File: config.mk
export PLATFORM = sky130hd
export DESIGN_NAME = wbl_cmd
export DESIGN_NICKNAME = d
export VERILOG_FILES = /design/src/rtl/wbl_pkg.sv /design/src/rtl/wbl_cmd.sv
export SDC_FILE = /design/constraint.sdc
export NUM_CORES = 1
export LEC_CHECK = 0
export BUFFER_PORTS_ARGS = -buffer_cell sky130_fd_sc_hd__buf_2
export CAP_MARGIN = 20
export CORE_MARGIN = 3
export CORE_UTILIZATION = 30
export CTS_CLUSTER_SIZE = 40
export DETAILED_ROUTE_END_ITERATION = 12
export SYNTH_ARGS = -nofsm -noshare
export SYNTH_HDL_FRONTEND = slang
export SYNTH_SLANG_ARGS = --single-unit
File: constraint.sdc
create_clock -name clk_sys -period 15.3 [get_ports clk_sys]
set_input_delay 1.53 -clock clk_sys [delete_from_list [all_inputs] [get_ports clk_sys]]
set_output_delay 1.53 -clock clk_sys [all_outputs]
set_load 0.005 [all_outputs]
File: src/rtl/wbl_pkg.sv
// package: constants, types and notes for the buffer-write / long-write command block
// Notes on behaviour
// - opcode 3Bh is buffer write; mode is low three bits of CDB byte 1
// - buffer id zero always exists; further buffers numbered contiguously from one
// - unsupported buffer id ends with check condition, illegal request, invalid field
// - data mode stores bytes into selected buffer starting at buffer offset
// - unacceptable offset ends with check condition, illegal request, invalid field
// - parameter list length bounds bytes accepted in data out
// - offset plus length beyond capacity ends with check condition, invalid field
// - mode 100b loads control memory; reset reverts to prior operation
// - download modes do not require id, offset and length to be zero
// - successful download raises microcode-changed unit attention for other initiators
// - mode 101b saves code to non-volatile store, effective after every reset
// - opcode 3Fh is long write: one block plus ecc bytes
// - long write cdb: block bytes 2..5 msb first, length 7..8, flag bit 0
// - byte transfer length equals sector size plus eleven ecc bytes
// - long write starts at the starting block number
// - physical position uses physical sector size, not logical block size
// - invalid starting block ends with check condition, illegal block address
package wbl_pkg;
  localparam logic [7:0] OP_BUF_WRITE = 8'h3b;
  localparam logic [7:0] OP_LONG_WRITE = 8'h3f;
  localparam logic [2:0] MODE_DATA = 3'h2;
  localparam logic [2:0] MODE_DL = 3'h4;
  localparam logic [2:0] MODE_DL_SAVE = 3'h5;
  localparam int ECC_BYTES = 11;
  localparam logic [7:0] ST_GOOD = 8'h00;
  localparam logic [7:0] ST_CHECK = 8'h02;
  localparam logic [3:0] SK_NONE = 4'h0;
  localparam logic [3:0] SK_ILLEGAL = 4'h5;
  localparam logic [3:0] SK_UNIT_ATTN = 4'h6;
  localparam logic [7:0] ASC_NONE = 8'h00;
  localparam logic [7:0] ASC_BAD_BLOCK = 8'h21;
  localparam logic [7:0] ASC_BAD_FIELD = 8'h24;
  localparam logic [7:0] ASC_UCODE_CHANGED = 8'h3f;
  // register byte addresses
  localparam logic [7:0] A_CTRL = 8'h00;
  localparam logic [7:0] A_STATUS = 8'h04;
  localparam logic [7:0] A_SENSE = 8'h08;
  localparam logic [7:0] A_IRQ_STAT = 8'h0c;
  localparam logic [7:0] A_IRQ_MASK = 8'h10;
  localparam logic [7:0] A_MAX_BLOCK = 8'h14;
  localparam logic [7:0] A_UA_PEND = 8'h18;
  localparam logic [7:0] A_POS = 8'h1c;
  localparam logic [7:0] A_UCODE_REV = 8'h20;
  localparam logic [31:0] MAX_BLOCK_RST = 32'h0000ffff;
  localparam logic [7:0] IRQ_MASK_RST = 8'h00;
  localparam int IRQ_DONE = 0;
  localparam int IRQ_CHECK = 1;
  localparam int IRQ_UCODE = 2;
  localparam int IRQ_BYTE = 3;
  localparam logic [1:0] RESP_OKAY = 2'h0;
  localparam logic [1:0] RESP_SLVERR = 2'h2;

  typedef struct packed {
    logic [7:0] opcode;
    logic [7:0] b1;
    logic [7:0] b2;
    logic [7:0] b3;
    logic [7:0] b4;
    logic [7:0] b5;
    logic [7:0] b6;
    logic [7:0] b7;
    logic [7:0] b8;
    logic [7:0] ctrl;
  } wbl_cdb_t;

  typedef struct packed {
    logic [7:0] status;
    logic [3:0] sense_key;
    logic [7:0] asc;
  } wbl_result_t;
endpackage : wbl_pkg

File: src/rtl/wbl_cmd.sv
// command interpreter for buffer write and long write, with axi4-lite registers
//
// The implementer's own choices: the register addresses and the AXI4-Lite slave port.
`timescale 1ns/1ps
module wbl_cmd import wbl_pkg::*; #(
  parameter int NUM_BUFS = 2,
  parameter int BUF_DEPTH = 256,
  parameter int OFFSET_ALIGN = 1,
  parameter int PHYS_SECTOR = 512,
  parameter int NUM_INIT = 8
) (
  // clock and reset
  input wire logic clk_sys,
  input wire logic sys_rst,
  // command from the bus front end
  input wire logic cmd_valid,
  output logic cmd_ready,
  input wire wbl_cdb_t cmd_cdb,
  input wire logic [2:0] cmd_initiator,
  // data out bytes
  input wire logic dout_valid,
  output logic dout_ready,
  input wire logic [7:0] dout_data,
  // completion
  output logic done_valid,
  output wbl_result_t done_result,
  output logic [31:0] xfer_count,
  // media write request for long write
  output logic media_req,
  output logic [31:0] media_byte_pos,
  output logic [15:0] media_len,
  input wire logic media_done,
  // axi4-lite slave
  input wire logic [7:0] s_axi_awaddr,
  input wire logic s_axi_awvalid,
  output logic s_axi_awready,
  input wire logic [31:0] s_axi_wdata,
  input wire logic [3:0] s_axi_wstrb,
  input wire logic s_axi_wvalid,
  output logic s_axi_wready,
  output logic [1:0] s_axi_bresp,
  output logic s_axi_bvalid,
  input wire logic s_axi_bready,
  input wire logic [7:0] s_axi_araddr,
  input wire logic s_axi_arvalid,
  output logic s_axi_arready,
  output logic [31:0] s_axi_rdata,
  output logic [1:0] s_axi_rresp,
  output logic s_axi_rvalid,
  input wire logic s_axi_rready,
  // interrupt
  output logic irq
);
  localparam int CAP_W = $clog2(BUF_DEPTH + 1);
  localparam int IDX_W = $clog2(NUM_BUFS * BUF_DEPTH);

  typedef enum {S_IDLE, S_DECODE, S_DATA, S_MEDIA, S_DONE} wbl_state_t;
  wbl_state_t state_reg;

  wbl_cdb_t cdb_reg;
  logic [2:0] init_reg;
  logic [23:0] remain_reg;
  logic [23:0] addr_reg;
  logic [7:0] bufid_reg;
  wbl_result_t result_reg;
  logic [31:0] count_reg;
  logic [7:0] ucode_mem [0:BUF_DEPTH-1];
  logic [7:0] data_mem [0:NUM_BUFS*BUF_DEPTH-1];
  logic [7:0] ucode_rev_reg;
  // power-up contents of the non-volatile store; deliberately never reset
  logic [7:0] ucode_saved_reg = 8'h00;
  logic [NUM_INIT-1:0] ua_pend_reg;
  logic [31:0] max_block_reg;
  logic enable_reg;
  logic [7:0] irq_stat_reg;
  logic [7:0] irq_mask_reg;
  logic [31:0] pos_reg;

  // cdb field views
  wire logic [2:0] mode = cdb_reg.b1[2:0];
  wire logic [23:0] buf_off = {cdb_reg.b3, cdb_reg.b4, cdb_reg.b5};
  wire logic [23:0] plen = {cdb_reg.b6, cdb_reg.b7, cdb_reg.b8};
  wire logic [31:0] start_block = {cdb_reg.b2, cdb_reg.b3, cdb_reg.b4, cdb_reg.b5};
  wire logic [15:0] long_len = {cdb_reg.b7, cdb_reg.b8};
  wire logic relative_address_flag = cdb_reg.b1[0];
  wire logic [24:0] end_off = {1'b0, buf_off} + {1'b0, plen};

  wire logic byte_take = dout_valid && dout_ready;
  assign cmd_ready = (state_reg == S_IDLE) && enable_reg;
  assign dout_ready = (state_reg == S_DATA) && (remain_reg != 24'h0);
  assign done_valid = (state_reg == S_DONE);
  assign done_result = result_reg;
  assign xfer_count = count_reg;
  assign media_req = (state_reg == S_MEDIA);
  assign media_len = long_len;
  assign media_byte_pos = pos_reg;

  function automatic wbl_result_t mk_res(input logic [7:0] st, input logic [3:0] sk, input logic [7:0] asc);
    wbl_result_t r;
    r.status = st;
    r.sense_key = sk;
    r.asc = asc;
    return r;
  endfunction : mk_res

  // command sequencing
  always_ff @(posedge clk_sys or posedge sys_rst) begin
    if (sys_rst) begin
      state_reg <= S_IDLE;
      cdb_reg <= '0;
      init_reg <= 3'h0;
      remain_reg <= 24'h0;
      addr_reg <= 24'h0;
      bufid_reg <= 8'h0;
      result_reg <= '0;
      count_reg <= 32'h0;
      pos_reg <= 32'h0;
    end else begin
      case (state_reg)
        S_IDLE: begin
          if (cmd_valid && cmd_ready) begin
            cdb_reg <= cmd_cdb;
            init_reg <= cmd_initiator;
            count_reg <= 32'h0;
            state_reg <= S_DECODE;
          end
        end
        S_DECODE: begin
          result_reg <= mk_res(ST_GOOD, SK_NONE, ASC_NONE);
          bufid_reg <= cdb_reg.b2;
          addr_reg <= buf_off;
          remain_reg <= plen;
          state_reg <= S_DATA;
          if (cdb_reg.opcode == OP_BUF_WRITE) begin
            if (mode == MODE_DATA) begin
              if (cdb_reg.b2 >= 8'(NUM_BUFS)) begin
                result_reg <= mk_res(ST_CHECK, SK_ILLEGAL, ASC_BAD_FIELD);
                state_reg <= S_DONE;
              end else if ((buf_off % 24'(OFFSET_ALIGN)) != 24'h0 || buf_off >= 24'(BUF_DEPTH)) begin
                result_reg <= mk_res(ST_CHECK, SK_ILLEGAL, ASC_BAD_FIELD);
                state_reg <= S_DONE;
              end else if (end_off > 25'(BUF_DEPTH)) begin
                result_reg <= mk_res(ST_CHECK, SK_ILLEGAL, ASC_BAD_FIELD);
                state_reg <= S_DONE;
              end
            end else if (mode == MODE_DL || mode == MODE_DL_SAVE) begin
              // id and offset are ignored; length bounds the image, capped at BUF_DEPTH
              addr_reg <= 24'h0;
              if (plen > 24'(BUF_DEPTH)) begin
                remain_reg <= 24'(BUF_DEPTH);
              end
            end else begin
              result_reg <= mk_res(ST_CHECK, SK_ILLEGAL, ASC_BAD_FIELD);
              state_reg <= S_DONE;
            end
          end else if (cdb_reg.opcode == OP_LONG_WRITE) begin
            remain_reg <= 24'(long_len);
            // relative addressing not supported: treat a set flag as an illegal field
            if (relative_address_flag || cdb_reg.b6 != 8'h0 ||
                long_len != 16'(PHYS_SECTOR + ECC_BYTES)) begin
              result_reg <= mk_res(ST_CHECK, SK_ILLEGAL, ASC_BAD_FIELD);
              state_reg <= S_DONE;
            end else if (start_block > max_block_reg) begin
              result_reg <= mk_res(ST_CHECK, SK_ILLEGAL, ASC_BAD_BLOCK);
              state_reg <= S_DONE;
            end else begin
              pos_reg <= 32'(start_block * 32'(PHYS_SECTOR));
            end
          end else begin
            result_reg <= mk_res(ST_CHECK, SK_ILLEGAL, ASC_BAD_FIELD);
            state_reg <= S_DONE;
          end
        end
        S_DATA: begin
          if (byte_take) begin
            remain_reg <= remain_reg - 24'h1;
            addr_reg <= addr_reg + 24'h1;
            count_reg <= count_reg + 32'h1;
          end
          if (remain_reg == 24'h0 || (byte_take && remain_reg == 24'h1)) begin
            state_reg <= (cdb_reg.opcode == OP_LONG_WRITE) ? S_MEDIA : S_DONE;
          end
        end
        S_MEDIA: begin
          if (media_done) begin
            state_reg <= S_DONE;
          end
        end
        S_DONE: begin
          state_reg <= S_IDLE;
        end
        default: state_reg <= S_IDLE;
      endcase
    end
  end

  // buffer and control-memory storage
  always_ff @(posedge clk_sys) begin
    if (byte_take && cdb_reg.opcode == OP_BUF_WRITE && mode == MODE_DATA) begin
      data_mem[IDX_W'(bufid_reg) * IDX_W'(BUF_DEPTH) + IDX_W'(addr_reg)] <= dout_data;
    end
    if (byte_take && cdb_reg.opcode == OP_BUF_WRITE && (mode == MODE_DL || mode == MODE_DL_SAVE)) begin
      ucode_mem[addr_reg[CAP_W-2:0]] <= dout_data;
    end
  end

  wire logic cmd_ok_done = (state_reg == S_DONE) && (result_reg.status == ST_GOOD);
  wire logic dl_ok = cmd_ok_done && cdb_reg.opcode == OP_BUF_WRITE && (mode == MODE_DL || mode == MODE_DL_SAVE);

  // microcode revision: a flag, not a copy, selects the saved image after reset,
  // so the reset branch stays constant
  logic ucode_live_reg;
  wire logic [7:0] ucode_run = ucode_live_reg ? ucode_rev_reg : ucode_saved_reg;
  always_ff @(posedge clk_sys or posedge sys_rst) begin
    if (sys_rst) begin
      ucode_rev_reg <= 8'h0;
      ucode_live_reg <= 1'b0;
    end else if (dl_ok) begin
      ucode_rev_reg <= ucode_run + 8'h1;
      ucode_live_reg <= 1'b1;
    end
  end

  // saved copy models non-volatile store: no reset term at all
  always_ff @(posedge clk_sys) begin
    if (dl_ok && mode == MODE_DL_SAVE) begin
      ucode_saved_reg <= ucode_run + 8'h1;
    end
  end

  // unit attention per initiator, cleared by software via write-one
  logic aw_hit;
  logic [31:0] wdata_q;
  logic [7:0] awaddr_q;
  logic [3:0] wstrb_q;
  always_ff @(posedge clk_sys or posedge sys_rst) begin
    if (sys_rst) begin
      ua_pend_reg <= '0;
    end else begin
      for (int i = 0; i < NUM_INIT; i++) begin
        if (dl_ok && 3'(i) != init_reg) begin
          ua_pend_reg[i] <= 1'b1;
        end else if (aw_hit && awaddr_q == A_UA_PEND && wdata_q[i]) begin
          ua_pend_reg[i] <= 1'b0;
        end
      end
    end
  end

  // axi4-lite write path
  logic aw_held;
  logic w_held;
  assign s_axi_awready = !aw_held && !s_axi_bvalid;
  assign s_axi_wready = !w_held && !s_axi_bvalid;
  assign aw_hit = aw_held && w_held && !s_axi_bvalid;
  always_ff @(posedge clk_sys or posedge sys_rst) begin
    if (sys_rst) begin
      aw_held <= 1'b0;
      w_held <= 1'b0;
      awaddr_q <= 8'h0;
      wdata_q <= 32'h0;
      wstrb_q <= 4'h0;
      s_axi_bvalid <= 1'b0;
      s_axi_bresp <= RESP_OKAY;
    end else begin
      if (s_axi_awvalid && s_axi_awready) begin
        aw_held <= 1'b1;
        awaddr_q <= s_axi_awaddr;
      end
      if (s_axi_wvalid && s_axi_wready) begin
        w_held <= 1'b1;
        wdata_q <= s_axi_wdata;
        wstrb_q <= s_axi_wstrb;
      end
      if (aw_hit) begin
        aw_held <= 1'b0;
        w_held <= 1'b0;
        s_axi_bvalid <= 1'b1;
        s_axi_bresp <= (awaddr_q <= A_UCODE_REV && awaddr_q[1:0] == 2'h0) ? RESP_OKAY : RESP_SLVERR;
      end else if (s_axi_bvalid && s_axi_bready) begin
        s_axi_bvalid <= 1'b0;
      end
    end
  end

  always_ff @(posedge clk_sys or posedge sys_rst) begin
    if (sys_rst) begin
      enable_reg <= 1'b1;
      irq_mask_reg <= IRQ_MASK_RST;
      max_block_reg <= MAX_BLOCK_RST;
    end else if (aw_hit) begin
      if (awaddr_q == A_CTRL && wstrb_q[0]) enable_reg <= wdata_q[0];
      if (awaddr_q == A_IRQ_MASK && wstrb_q[0]) irq_mask_reg <= wdata_q[7:0];
      if (awaddr_q == A_MAX_BLOCK) max_block_reg <= wdata_q;
    end
  end

  // axi4-lite read path
  logic rd_stat_clr;
  assign s_axi_arready = !s_axi_rvalid;
  always_ff @(posedge clk_sys or posedge sys_rst) begin
    if (sys_rst) begin
      s_axi_rvalid <= 1'b0;
      s_axi_rdata <= 32'h0;
      s_axi_rresp <= RESP_OKAY;
      rd_stat_clr <= 1'b0;
    end else begin
      rd_stat_clr <= 1'b0;
      if (s_axi_arvalid && s_axi_arready) begin
        s_axi_rvalid <= 1'b1;
        s_axi_rresp <= RESP_OKAY;
        case (s_axi_araddr)
          A_CTRL: s_axi_rdata <= {31'h0, enable_reg};
          A_STATUS: s_axi_rdata <= {24'h0, 5'h0, 3'(state_reg)};
          A_SENSE: s_axi_rdata <= {12'h0, result_reg};
          A_IRQ_STAT: begin
            s_axi_rdata <= {24'h0, irq_stat_reg};
            rd_stat_clr <= 1'b1;
          end
          A_IRQ_MASK: s_axi_rdata <= {24'h0, irq_mask_reg};
          A_MAX_BLOCK: s_axi_rdata <= max_block_reg;
          A_UA_PEND: s_axi_rdata <= 32'(ua_pend_reg);
          A_POS: s_axi_rdata <= pos_reg;
          A_UCODE_REV: s_axi_rdata <= {16'h0, ucode_saved_reg, ucode_run};
          default: begin
            s_axi_rdata <= 32'h0;
            s_axi_rresp <= RESP_SLVERR;
          end
        endcase
      end else if (s_axi_rvalid && s_axi_rready) begin
        s_axi_rvalid <= 1'b0;
      end
    end
  end

  // sticky interrupt status: a new event wins over the read clear
  logic [7:0] irq_evt;
  always_comb begin
    irq_evt = 8'h0;
    irq_evt[IRQ_DONE] = cmd_ok_done;
    irq_evt[IRQ_CHECK] = (state_reg == S_DONE) && (result_reg.status == ST_CHECK);
    irq_evt[IRQ_UCODE] = dl_ok;
    irq_evt[IRQ_BYTE] = byte_take;
  end
  always_ff @(posedge clk_sys or posedge sys_rst) begin
    if (sys_rst) begin
      irq_stat_reg <= 8'h0;
    end else begin
      irq_stat_reg <= (rd_stat_clr ? 8'h0 : irq_stat_reg) | irq_evt;
    end
  end
  assign irq = |(irq_stat_reg & irq_mask_reg);
endmodule : wbl_cmd

==> results of run 1 <==
-- per-layer routing --
metal  global-route usage  vias to the layer above  part of all wire
met5                    0                        -                 0
met4              0.05310                        0             0.028
met3              0.03515                       89             0.062
met2               0.2762                      402              0.45
met1               0.2429                     6557              0.46
li1                     -                     6296                 -
-- worst paths after layout --
path                       slack (ns)            to  depth (start not counted)
min in group asynchronous        1.10  media_len[5]                          2
max                             11.06    dout_ready                          6
max in group asynchronous       11.15   cdb_reg[65]                          5
min reg2reg                      0.47   cdb_reg[76]                          2
max reg2reg                     11.60  state_reg[2]                         11
min                              0.47   cdb_reg[76]                          2
-- final cells by class --
cell class                      instances  area (µm²)
Sequential cell                       305        7694
Inverter                               63       244.0
Timing Repair Buffer                  263        1368
Antenna cell                            1       2.502
Clock buffer                           59        1161
Fill cell                            5417       33780
Clock inverter                          9       120.1
Tap cell                              688       860.8
Multi-Input combinational cell       1238        7526
-- logic make-up after synthesis --
logic type | share of synthesized area
compound gates | 0.1339
mux | 0.06400
buf+inv | 0.05783
fa+ha+maj | 0.04808
simple gates | 0.1931
xor+xnor | 0.02295
flops | 0.4799
other cells | 0.0002339
-- Yosys cell counts (all sizes together), types with 8 or more instances --
master	number
a21o	19
a21oi	71
a222oi	9
a22oi	32
buf	60
clkbuf	61
dfrtp	280
dfstp	17
edfxtp	8
ha	60
inv	63
mux2	84
mux2i	8
nand2	361
nand2b	9
nand3	43
nand4	22
nor2	108
nor2b	10
nor3	39
nor3b	8
nor4	19
o21a	9
o21ai	145
or3	15
xnor2	17
xor2	25
-- critical path: cells and delay by family (launching register included) --
kind            cells  cell delay [ns]
compound gates      1             0.28
fa+ha+maj           1             0.22
buf+inv             2             0.33
flops               1             0.40
simple gates        2             0.93
-- report_power, final --
| part | internal, mW | switching [mW] |
|---|---|---|
| clock | 0.556 | 0.368 |
| sequential | 1.01 | 0.268 |
| combinational | 0.423 | 0.561 |
-- per-stage QoR --
step / worst slack, ns / total power, mW
final: 11.06 / 3.185
after global routing: 10.59 / 3.408
after CTS: 10.98 / 3.207
after detailed placement: 10.39 / 2.266
after global placement: 10.45 / 2.235
after floorplan: 5.594 / 1.919
==> results.txt, run 1 <==
- Synthesized area per cell: 9.414 µm²
- After legalization and detailed placement, the total HPWL measured 36510 µm.
- Predominant post-synthesis flop cell: sky130_fd_sc_hd__dfrtp_1
- CTS tree: built
- In the final layout, the share of cells above drive strength 1 is 0.2375.
- The congestion estimate from routability-driven global placement came to 0.8731.
- Outcome: completed
* VDD IR-drop max: 0.07646 mV
* Top-level port count: 299
* Sink count of the clock tree: 305
- Cell Chain, Critical Path: inv_1 > ha_1 > or4b_1 > nor4_4 > a31oi_1 > buf_2
- Critical Setup Path Class: register to primary output
- In this run, synthesis inferred 8 flip-flops with an integrated enable.
- Yosys warns: 0
- The worst path needs 4.244 ns of the cycle, external delays included.
* Post-Route Setup TNS: 0 ns
* Via count: 13340
- Required time of the critical path: 13.77 ns
* Synth async-reset ratio: 0.9738
* Worst path max stage delay: 0.57 ns
- The number of placed instances, taps included, is 2555.
- #FFs+latches synth: 305
- Final std cell area, no fill: 18980 µm²
* Gr ovfl total: 0
- Dividing the final minimum period by the clock period gives 0.2774.
- Post-cts gate resize count: 0
* Crit path launch: remain_reg[0]
- Element type at the critical path start: register
* Yosys top cell area share: 0.4371
- In this run the remaining antenna-violating nets after routing total 0.
- Clock transition at the registers of the reported paths: 0.06 ns
- Master of the slowest instance on the critical path: sky130_fd_sc_hd__or4b_1
- Drt first-iter violations: 1002
- Crit path capture type: primary output
- In the final routed layout, each cell accounts on average for 19.02 µm.
* Worst slack on hold paths: 0.4747 ns
* Drt first pass iters: 6
- # DRC: 0
* # setup viols final: 0
- Setup repair after global routing left no endpoint under its margin.
* Max Cap Violations: 0
- Number of vias per cell after detailed routing: 5.081
- Worst slew margin: 0.3255
- Summing every instance area after synthesis gives 16030 µm².
- The number of antenna violations at the first check in global routing was 0.
* Total track usage: 0.1747
- Maximum number of pins on one net before global-route repair: 99
- From bottom edge to top edge, the die measures 237.2 µm.
* Number of instances in the synthesized netlist: 1703
- In this run the core area contains 84 standard-cell rows.
- Pwr per Cell Area: 167.8 nW/µm²
* Max Clock Skew: 0.03095 ns
- The H-tree was split into 2 levels.
- Source of the worst register-to-register timing path: media_len[3]
- Buffer cell driving the clock tree root: sky130_fd_sc_hd__clkbuf_16
- Unique cell type count in the Yosys netlist: 87
* Tightest Pin Transition: 1.010 ns
- The final number of hold-violating endpoints was 0.
* Cell taking the most area after synthesis: sky130_fd_sc_hd__dfrtp_1
* TritonCTS buffer count: 38
* Signal arrival time at the worst endpoint: 2.71 ns
- Finished Core Util: 0.3597
- Post-CTS timing repair inserted 0 buffers for setup.
* Number of hold-repair buffers added at the cts stage: 0
- The core region is 52760 µm².
* Clock insertion delay at the later pin of the skew report: 0.57 ns
- For this run, the number of standard cells in the final layout without fillers is 2626.
- Pins over their slew limit: 0
* Area overhead of the layout relative to synthesis: 18.36%
- Leading cell types in the layout, fill and taps excluded: sky130_fd_sc_hd__nand2_1, sky130_fd_sc_hd__dfrtp_1, sky130_fd_sc_hd__buf_2
- Maximum buffer depth of the clock tree: 3
- Based on the critical path, the design can be clocked at up to 235.6 MHz.
* Width of the chip: 237.2 µm
- The first global-routing pass estimated 77270 µm of wire.
- Nets: 2123
* Most common cell after layout, fill and taps aside: sky130_fd_sc_hd__nand2_1
- Path category of the worst min-delay check: register to register
- The analysis attributes to cell leakage a power of 9.097 nW.
- Placement Cell Area: 17660 µm²
- Wire length after detailed routing: 49960 µm
- Sequential-to-total area share from yosys stat: 0.4799
- In this run the tool buffered the top-level ports with 249 buffer cells.
- Along the worst path, the maximum fanout reaches 4.
- By area the synthesized netlist is led by sky130_fd_sc_hd__dfrtp_1, sky130_fd_sc_hd__nand2_1, sky130_fd_sc_hd__mux2_2.
* Area of the die: 56250 µm²
* Initial cell density of the core: 0.3039
- The number of global-route vias before repair was 13240.
- The startpoint identified for the worst hold timing path is cdb_reg[76].
(Power assumes the default switching activity.)
==> run 2, diff against run 1 <==
- clock period: 15.3 -> 4.04 ns (I/O delays scaled with it)
==> results.txt, run 2 (same netlist as run 1, synthesis figures left out) <==
- Drt first pass iters: 5 (was 6)
- The final instance area was 19220 µm² (was 18980 µm²).
* Antenna-violating nets left: 0 (unchanged)
* Initial antenna violation count: 1 (was 0)
- I/O Buffers: 249 (unchanged)
- The source-to-sink clock delay at the later pin of the worst-skew pair was 0.56 ns (was 0.57 ns).
- Nets: 2149 (was 2123)
- The H-tree depth came to 2 (unchanged).
* Post-cts gate resize count: 0 (unchanged)
* Fraction of the cycle the final worst path needs: 0.8861
- Maximum number of pins on one net before global-route repair: 74 (was 99)
- The number of CTS-inserted buffers is 39 (was 38).
* Peak fanout along the critical path: 6 (was 4)
- The worst setup slack after layout came to 0.4601 ns (was 11.06 ns).
- Last weighted congestion value of the routability-driven placer: 0.8735 (was 0.8731)
- The number of remaining DRC errors came to 0 (unchanged).
- Dominant delay contributor by cell family on the critical path: compound AO/OA/AOI/OAI gates (was simple AND/OR/NAND/NOR gates)
- The fraction of layout cells with a size suffix above 1 is 0.2478 (was 0.2375).
- The worst vdd rail ir drop came to 0.3453 mV (was 0.07646 mV).
- The worst clock skew on the final layout is 0.03062 ns (was 0.03095 ns).
* Pins over their slew limit: 0 (unchanged)
- Placement Cell Area: 17910 µm² (was 17660 µm²)
- The number of cells on the critical path was 12 (was 6).
* Leading cell types in the layout, fill and taps excluded: sky130_fd_sc_hd__nand2_1, sky130_fd_sc_hd__dfrtp_1, sky130_fd_sc_hd__buf_2 (unchanged)
* Final Hold Fails: 0 (unchanged)
* Worst slew margin: 0.3437 (was 0.3255)
* Most common cell after layout, fill and taps aside: sky130_fd_sc_hd__nand2_1 (unchanged)
* Pre-CTS worst setup slack: 0.5475 ns (was 10.39 ns)
- First-pass GRT wire length: 79310 µm (was 77270 µm)
- The required arrival time at the worst endpoint was 4.43 ns (was 13.77 ns).
- Cells on worst reg2reg path: 12 (was 11)
* Final antenna diode count: 0 (was 1)
- Area of the die: 56250 µm² (unchanged)
- Maximum buffer depth of the clock tree: 3 (unchanged)
- The path category of the worst min-delay check is primary input to asynchronous set/reset pin (was register to register).
- Final min period: 3.580 ns
- The number of setup buffers added after CTS is 0 (unchanged).
* Max Clock Freq: 279.3 MHz
- The element type at the critical path start is a register (unchanged).
* Master of the slowest instance on the critical path: sky130_fd_sc_hd__o31ai_2 (was sky130_fd_sc_hd__or4b_1)
* Average wire per standard cell: 19.48 µm (was 19.02 µm)
- Outcome: completed (unchanged).
- The half-perimeter wire length after placement was 38630 µm (was 36510 µm).
- Cell leakage power: 9.241 nW (was 9.097 nW)
- Floorplan die height: 237.2 µm (unchanged)
* Number of global-route vias before repair: 13390 (was 13240)
- The number of DRC markers in iteration 0 was 897 (was 1002).
- The number of buffer and inverter instances along the worst setup path is 0 (was 2).
- Gr ovfl total: 0 (unchanged)
* # setup viols final: 0 (unchanged)
- Clock transition at the registers of the reported paths: 0.06 ns (about the same)
- The transition time at the pin with the least slew margin came to 0.9769 ns (was 1.010 ns).
- Signal arrival time at the worst endpoint: 3.97 ns (was 2.71 ns)
* Worst path max stage delay: 0.50 ns (was 0.57 ns)
* Total core area: 52760 µm² (unchanged)
* Number of hold-repair buffers added at the cts stage: 0 (unchanged)
- The global routing usage summed across all routing layers was 0.1807 (was 0.1747).
* Worst slack on hold paths: 0.03401 ns (was 0.4747 ns)
* Top-level port count: 299 (unchanged)
- The number of max-capacitance violations reported was 0 (unchanged).
- The initial core utilization is 0.3039 (unchanged).
- The count of clock tree sinks is 305 (unchanged).
- Number of vias per cell after detailed routing: 5.093 (was 5.081)
* Row cnt: 84 (unchanged)
* Critical Setup Path Class: register to register (was register to primary output)
- The area overhead of the layout relative to synthesis was 19.92% (was 18.36%).
- The total routed wirelength came to 51670 µm (was 49960 µm).
* Unrepaired setup endpoints after global routing: false (unchanged)
- CTS tree: built (unchanged)
- The utilization after layout is 0.3644 (was 0.3597).
* Via count: 13510 (was 13340)
- The chip width was 237.2 µm (unchanged).
* Crit path capture type: register (was primary output)
- Pwr per Cell Area: 635.0 nW/µm² (was 167.8 nW/µm²)
* Buffer cell driving the clock tree root: sky130_fd_sc_hd__clkbuf_16 (unchanged)
- Cell Chain, Critical Path: ha_1 > fa_1 > nand3_1 > nand2_1 > a21oi_1 > o21ai_0 > xnor2_1 > nand4_1 > a2111oi_0 > nand4b_1 > o31ai_2 > a311oi_1 (was inv_1 > ha_1 > or4b_1 > nor4_4 > a31oi_1 > buf_2)
==> run 2: final timing paths <==
path / startpoint / slack, ns / end
min: sys_rst / 0.03 / media_len[11]
max: media_len[0] / 0.46 / state_reg[2]
max in group asynchronous: sys_rst / 3.18 / max_block_reg[4]
min reg2reg: s_axi_rdata[4] / 0.48 / s_axi_rdata[4]
min in group clk_sys: s_axi_bready / 0.04 / s_axi_bvalid
max reg2reg: media_len[0] / 0.46 / state_reg[2]
==> run 2: metal layers <==
metal,vias up,part of all wire,routed length [µm],GRT usage
met3,96,0.051,2623,0.02703
met1,6644,0.46,23540,0.2479
li1,6363,-,-,-
met5,-,0.00025,13,0
met4,2,0.033,1722,0.06342
met2,406,0.46,23770,0.2928
==> run 2: through the flow <==
step | TNS (ns) | cells | total power [mW]
CTS | 0 | 2652 | 12.32
floorplan | -82.66 | 1727 | 7.269
global route | 0 | 2653 | 13.02
global placement | 0 | 2581 | 8.609
finish | 0 | 2653 | 12.21
detailed placement | 0 | 2581 | 8.724
==> run 2: cell type report <==
type,count,area [µm²]
sequential,305,7694
timing repair buffer,288,1614
clock inverter,22,225.2
tap,688,860.8
inverter,63,240.2
fill,5397,33540
multi-input combinational,1238,7526
clock buffer,49,1065
==> run 2: power by group <==
part | total [mW] | switching, mW | internal, mW
clock | 3.51 | 1.43 | 2.08
sequential | 4.71 | 0.884 | 3.82
combinational | 3.99 | 2.29 | 1.70
==> run 3, diff against run 2 <==
- ABC_AREA: unset -> 1
==> results.txt, run 3 <==
- Initial cell density of the core: 0.3059 (was 0.3039)
- The power share of the combinational group was 0.334 (was 0.327).
- The number of flops mapped to enable cells by yosys is 8 (unchanged).
- The number of hold buffers added after CTS came to 7 (was 0).
* Initial antenna violation count: 0 (was 1)
- Layout Cells excl Fill: 3238 (was 2653)
- Via count: 15630 (was 13510)
* Source of the worst register-to-register timing path: cdb_reg[78] (was media_len[0])
- Total core area: 55520 µm² (was 52760 µm²)
- Detail Placement HPWL: 41880 µm (was 38630 µm)
- Antenna-violating nets left: 0 (unchanged)
* # DRC: 0 (unchanged)
* Top post-synthesis cells by area: sky130_fd_sc_hd__dfrtp_1, sky130_fd_sc_hd__nand2_1, sky130_fd_sc_hd__inv_1 (was sky130_fd_sc_hd__dfrtp_1, sky130_fd_sc_hd__nand2_1, sky130_fd_sc_hd__mux2_2)
- Fraction of the cycle the final worst path needs: 0.7993 (was 0.8861)
- The number of I/O port buffers is 249 (unchanged).
- Leading cell types in the layout, fill and taps excluded: sky130_fd_sc_hd__nand2_1, sky130_fd_sc_hd__inv_1, sky130_fd_sc_hd__dfrtp_1 (was sky130_fd_sc_hd__nand2_1, sky130_fd_sc_hd__dfrtp_1, sky130_fd_sc_hd__buf_2)
- Final min period: 3.229 ns (was 3.580 ns)
* Cells on worst reg2reg path: 11 (was 12)
- The synthesized area divided by synthesized cell count is 7.604 µm² (was 9.414 µm²).
- The share of async-settable or async-resettable flops after synthesis came to 0.9738 (unchanged).
* Average wire per standard cell: 17.19 µm (was 19.48 µm)
- Unrepaired setup endpoints after global routing: false (unchanged)
- The static leakage power is 10.51 nW (was 9.241 nW).
- Top-level port count: 299 (unchanged)
- Area of the die: 59510 µm² (was 56250 µm²)
- Netlist area before placement: 16990 µm² (was 16030 µm²)
- Final antenna diode count: 0 (unchanged)
- Floorplan die height: 244.0 µm (was 237.2 µm)
* Predominant post-synthesis flop cell: sky130_fd_sc_hd__dfrtp_1 (unchanged)
- The element type at the critical path end is a register (unchanged).
- The count of clock tree sinks is 305 (unchanged).
- Area occupied by multi-input gates: 7601 µm² (was 7526 µm²)
- The element type at the critical path start is a register (unchanged).
* Worst Hold Path EP: cdb_reg[56]
- The placer congestion estimate is 0.8850 (was 0.8735).
- Internal reg-to-reg setup slack: 0.81 ns (was 0.46 ns)
- # setup viols final: 0 (unchanged)
* Clock insertion delay at the later pin of the skew report: 0.58 ns (was 0.56 ns)
- The total routed wirelength was 55660 µm (was 51670 µm).
- Finished Core Util: 0.3634 (was 0.3644)
- Flop pwr share: 0.377 (was 0.386)
* Worst slew margin: 0.3080 (was 0.3437)
* Maximum buffer depth of the clock tree: 3 (unchanged)
* VDD IR-drop max: 0.3225 mV (was 0.3453 mV)
- Drt first pass iters: 6 (was 5)
- The final number of hold-violating endpoints came to 0 (unchanged).
- Hold Path Origin: cmd_cdb[56]
* Gr ovfl total: 0 (unchanged)
* Number of instances in the synthesized netlist: 2234 (was 1703)
- The yosys synthesis warning count is 0 (unchanged).
* Max Cap Violations: 0 (unchanged)
* Post-cts gate resize count: 0 (unchanged)
- The global routing usage summed across all routing layers is 0.1841 (was 0.1807).
* Total power: 11.95 mW (was 12.21 mW)
- The most used standard cell by instance count after synthesis is sky130_fd_sc_hd__nand2_1 (unchanged).
* Cell taking the most area after synthesis: sky130_fd_sc_hd__dfrtp_1 (unchanged)
- Post-CTS setup-driven buffer insertion count: 0 (unchanged)
* Clk network pwr share: 0.289 (was 0.288)
- Total of fill cells in the finished design: 5919 (was 5397)
* Number of vias per cell after detailed routing: 4.826 (was 5.093)
- The worst clock skew on the final layout came to 0.04408 ns (was 0.03062 ns).
- Worst slack on hold paths: 0.03077 ns (was 0.03401 ns)
- The CTS tree is built (unchanged).
- Buffer cell driving the clock tree root: sky130_fd_sc_hd__clkbuf_16 (unchanged)
* Top cell types by occurrence after synthesis: sky130_fd_sc_hd__nand2_1, sky130_fd_sc_hd__inv_1, sky130_fd_sc_hd__dfrtp_1 (was sky130_fd_sc_hd__nand2_1, sky130_fd_sc_hd__dfrtp_1, sky130_fd_sc_hd__o21ai_0)
* Peak fanout along the critical path: 17 (was 6)
- Pwr per Cell Area: 592.4 nW/µm² (was 635.0 nW/µm²)
- The switching power as a share of total power is 0.3927 (was 0.3775).
* TritonCTS buffer count: 38 (was 39)
- Fraction of final layout cells with drive strength greater than 1: 0.1538 (was 0.2478)
- CTS H-tree depth: 2 (unchanged)
* Hold depth: 3
* Maximum number of pins on one net before global-route repair: 148 (was 74)
- The cell-internal power was 7.259 mW (was 7.599 mW).
- The chip width was 244.0 µm (was 237.2 µm).
- The area overhead of the layout relative to synthesis was 18.78% (was 19.92%).
* Tightest Pin Transition: 1.035 ns (was 0.9769 ns)
- The final count of pins violating max slew is 0 (unchanged).
- Nets: 2680 (was 2149)
* Max Clock Freq: 309.7 MHz (was 279.3 MHz)
- The global-route wire length before repair is 86260 µm (was 79310 µm).
- Drt first-iter violations: 1332 (was 897)
* Reported net switching power: 4.694 mW (was 4.609 mW)
- Reg2Reg Capture Point: remain_reg[17] (was state_reg[2])
- Number of global-route vias before repair: 15050 (was 13390)
- Outcome: completed (unchanged).
* Path category of the worst min-delay check: primary input to register (was primary input to asynchronous set/reset pin)
- The type of the setup path with the least slack is register to register (unchanged).
- Signal arrival time at the worst endpoint: 3.65 ns (was 3.97 ns)
- The number of flip-flops and latches in the synthesized netlist is 305 (unchanged).
- Sequential-to-total area share from yosys stat: 0.4529 (was 0.4799)
- The portion of synthesized cell area occupied by the leading cell type was 0.4125 (was 0.4371).
- The clock edge transition at the registers on the reported setup and hold paths came to 0.06 ns (about the same).
* Required time of the critical path: 4.46 ns (was 4.43 ns)
* Most common cell after layout, fill and taps aside: sky130_fd_sc_hd__nand2_1 (unchanged)
- Row cnt: 86 (was 84)
- Flip-flop and latch area: 7694 µm² (unchanged)
- Unique cell type count in the Yosys netlist: 62 (was 87)
- Post-Place Cells: 3167 (was 2581)
[run 3: cell count changes in the layout (fill, tap and decap cells not counted), moves of 18 or more]
cell / before / now
sky130_fd_sc_hd__mux2_2: 84 / 6
sky130_fd_sc_hd__o21ai_0: 143 / 183
sky130_fd_sc_hd__inv_1: 61 / 312
sky130_fd_sc_hd__a22oi_1: 32 / 4
sky130_fd_sc_hd__o22ai_1: 5 / 23
sky130_fd_sc_hd__a21oi_1: 71 / 106
sky130_fd_sc_hd__nor2_1: 104 / 189
sky130_fd_sc_hd__nand3_1: 42 / 78
sky130_fd_sc_hd__a21o_1: 19 / 1
sky130_fd_sc_hd__nand2_1: 359 / 635
[run 3: cell families after synthesis]
kind of cell	Yosys count	synth area share
and+or+nand+nor	1031	0.2551
buffers and inverters	428	0.1050
AOI/OAI and AO/OA	374	0.1226
DFF	305	0.4529
adders and majority gates	61	0.04537
xor gates and xnor gates	23	0.01186
muxes	11	0.006924
other	1	0.0002208
[run 3: area by class of cell]
cell class                 instances  area share
clock buffer                      48     0.04949
tap                              748     0.04638
inverter                         320     0.05978
multi-input combinational       1525      0.3767
clock inverter                    16     0.01240
timing repair buffer             276     0.07392
sequential                       305      0.3813
[run 3: stage by stage]
| step | worst slack, ns | TNS (ns) | area [µm²] |
|---|---|---|---|
| finish | 0.8108 | 0 | 20180 |
| global route | 0.4666 | 0 | 20180 |
| detailed placement | 0.9421 | 0 | 18860 |
| floorplan | -0.2952 | -82.66 | 17080 |
| CTS | 0.9328 | 0 | 20180 |
| global placement | 0.9379 | 0 | 18860 |
[run 3: metal layers]
metal | track usage | part of all wire | wire [µm] | vias to the layer above
li1 | - | - | - | 7594
met5 | 0 | 0 | 0 | -
met4 | 0.04962 | 0.025 | 1418 | 0
met1 | 0.2493 | 0.45 | 25040 | 7465
met3 | 0.04364 | 0.074 | 4099 | 72
met2 | 0.2953 | 0.45 | 25100 | 494
[run 3: critical path, stage by stage, from the launching register on]
cell	delay, ns
sky130_fd_sc_hd__dfrtp_1	0.38
sky130_fd_sc_hd__nor2_1	0.07
sky130_fd_sc_hd__and3_1	0.41
sky130_fd_sc_hd__inv_1	0.07
sky130_fd_sc_hd__nor4_1	0.62
sky130_fd_sc_hd__inv_1	0.22
sky130_fd_sc_hd__nor2_1	0.30
sky130_fd_sc_hd__nand2_1	0.42
sky130_fd_sc_hd__nand2_1	0.16
sky130_fd_sc_hd__inv_1	0.15
sky130_fd_sc_hd__a32oi_1	0.19
sky130_fd_sc_hd__o22ai_1	0.08
[run 3: how the worst max path moves through the flow]
stage                startpoint        endpoint  slack (ns)  depth (start not counted)
finish              cdb_reg[78]  remain_reg[17]        0.81                         11
global route        cdb_reg[78]  remain_reg[20]        0.47                         11
CTS                 cdb_reg[78]  remain_reg[17]        0.93                         11
detailed placement  cdb_reg[79]  remain_reg[17]        0.94                         11
global placement    cdb_reg[79]  remain_reg[17]        0.94                         11
floorplan               sys_rst         aw_held       -0.30                          1
[run 3: power groups by stage]
stage                     sequential, mW  clock (mW)  combinational, mW
after floorplan                     4.25           0               2.99
after global routing                4.61        3.67               4.59
after CTS                           4.51        3.55               4.00
after detailed placement            4.56           0               3.97
after global placement              4.53           0               3.87
final                               4.51        3.45               3.99
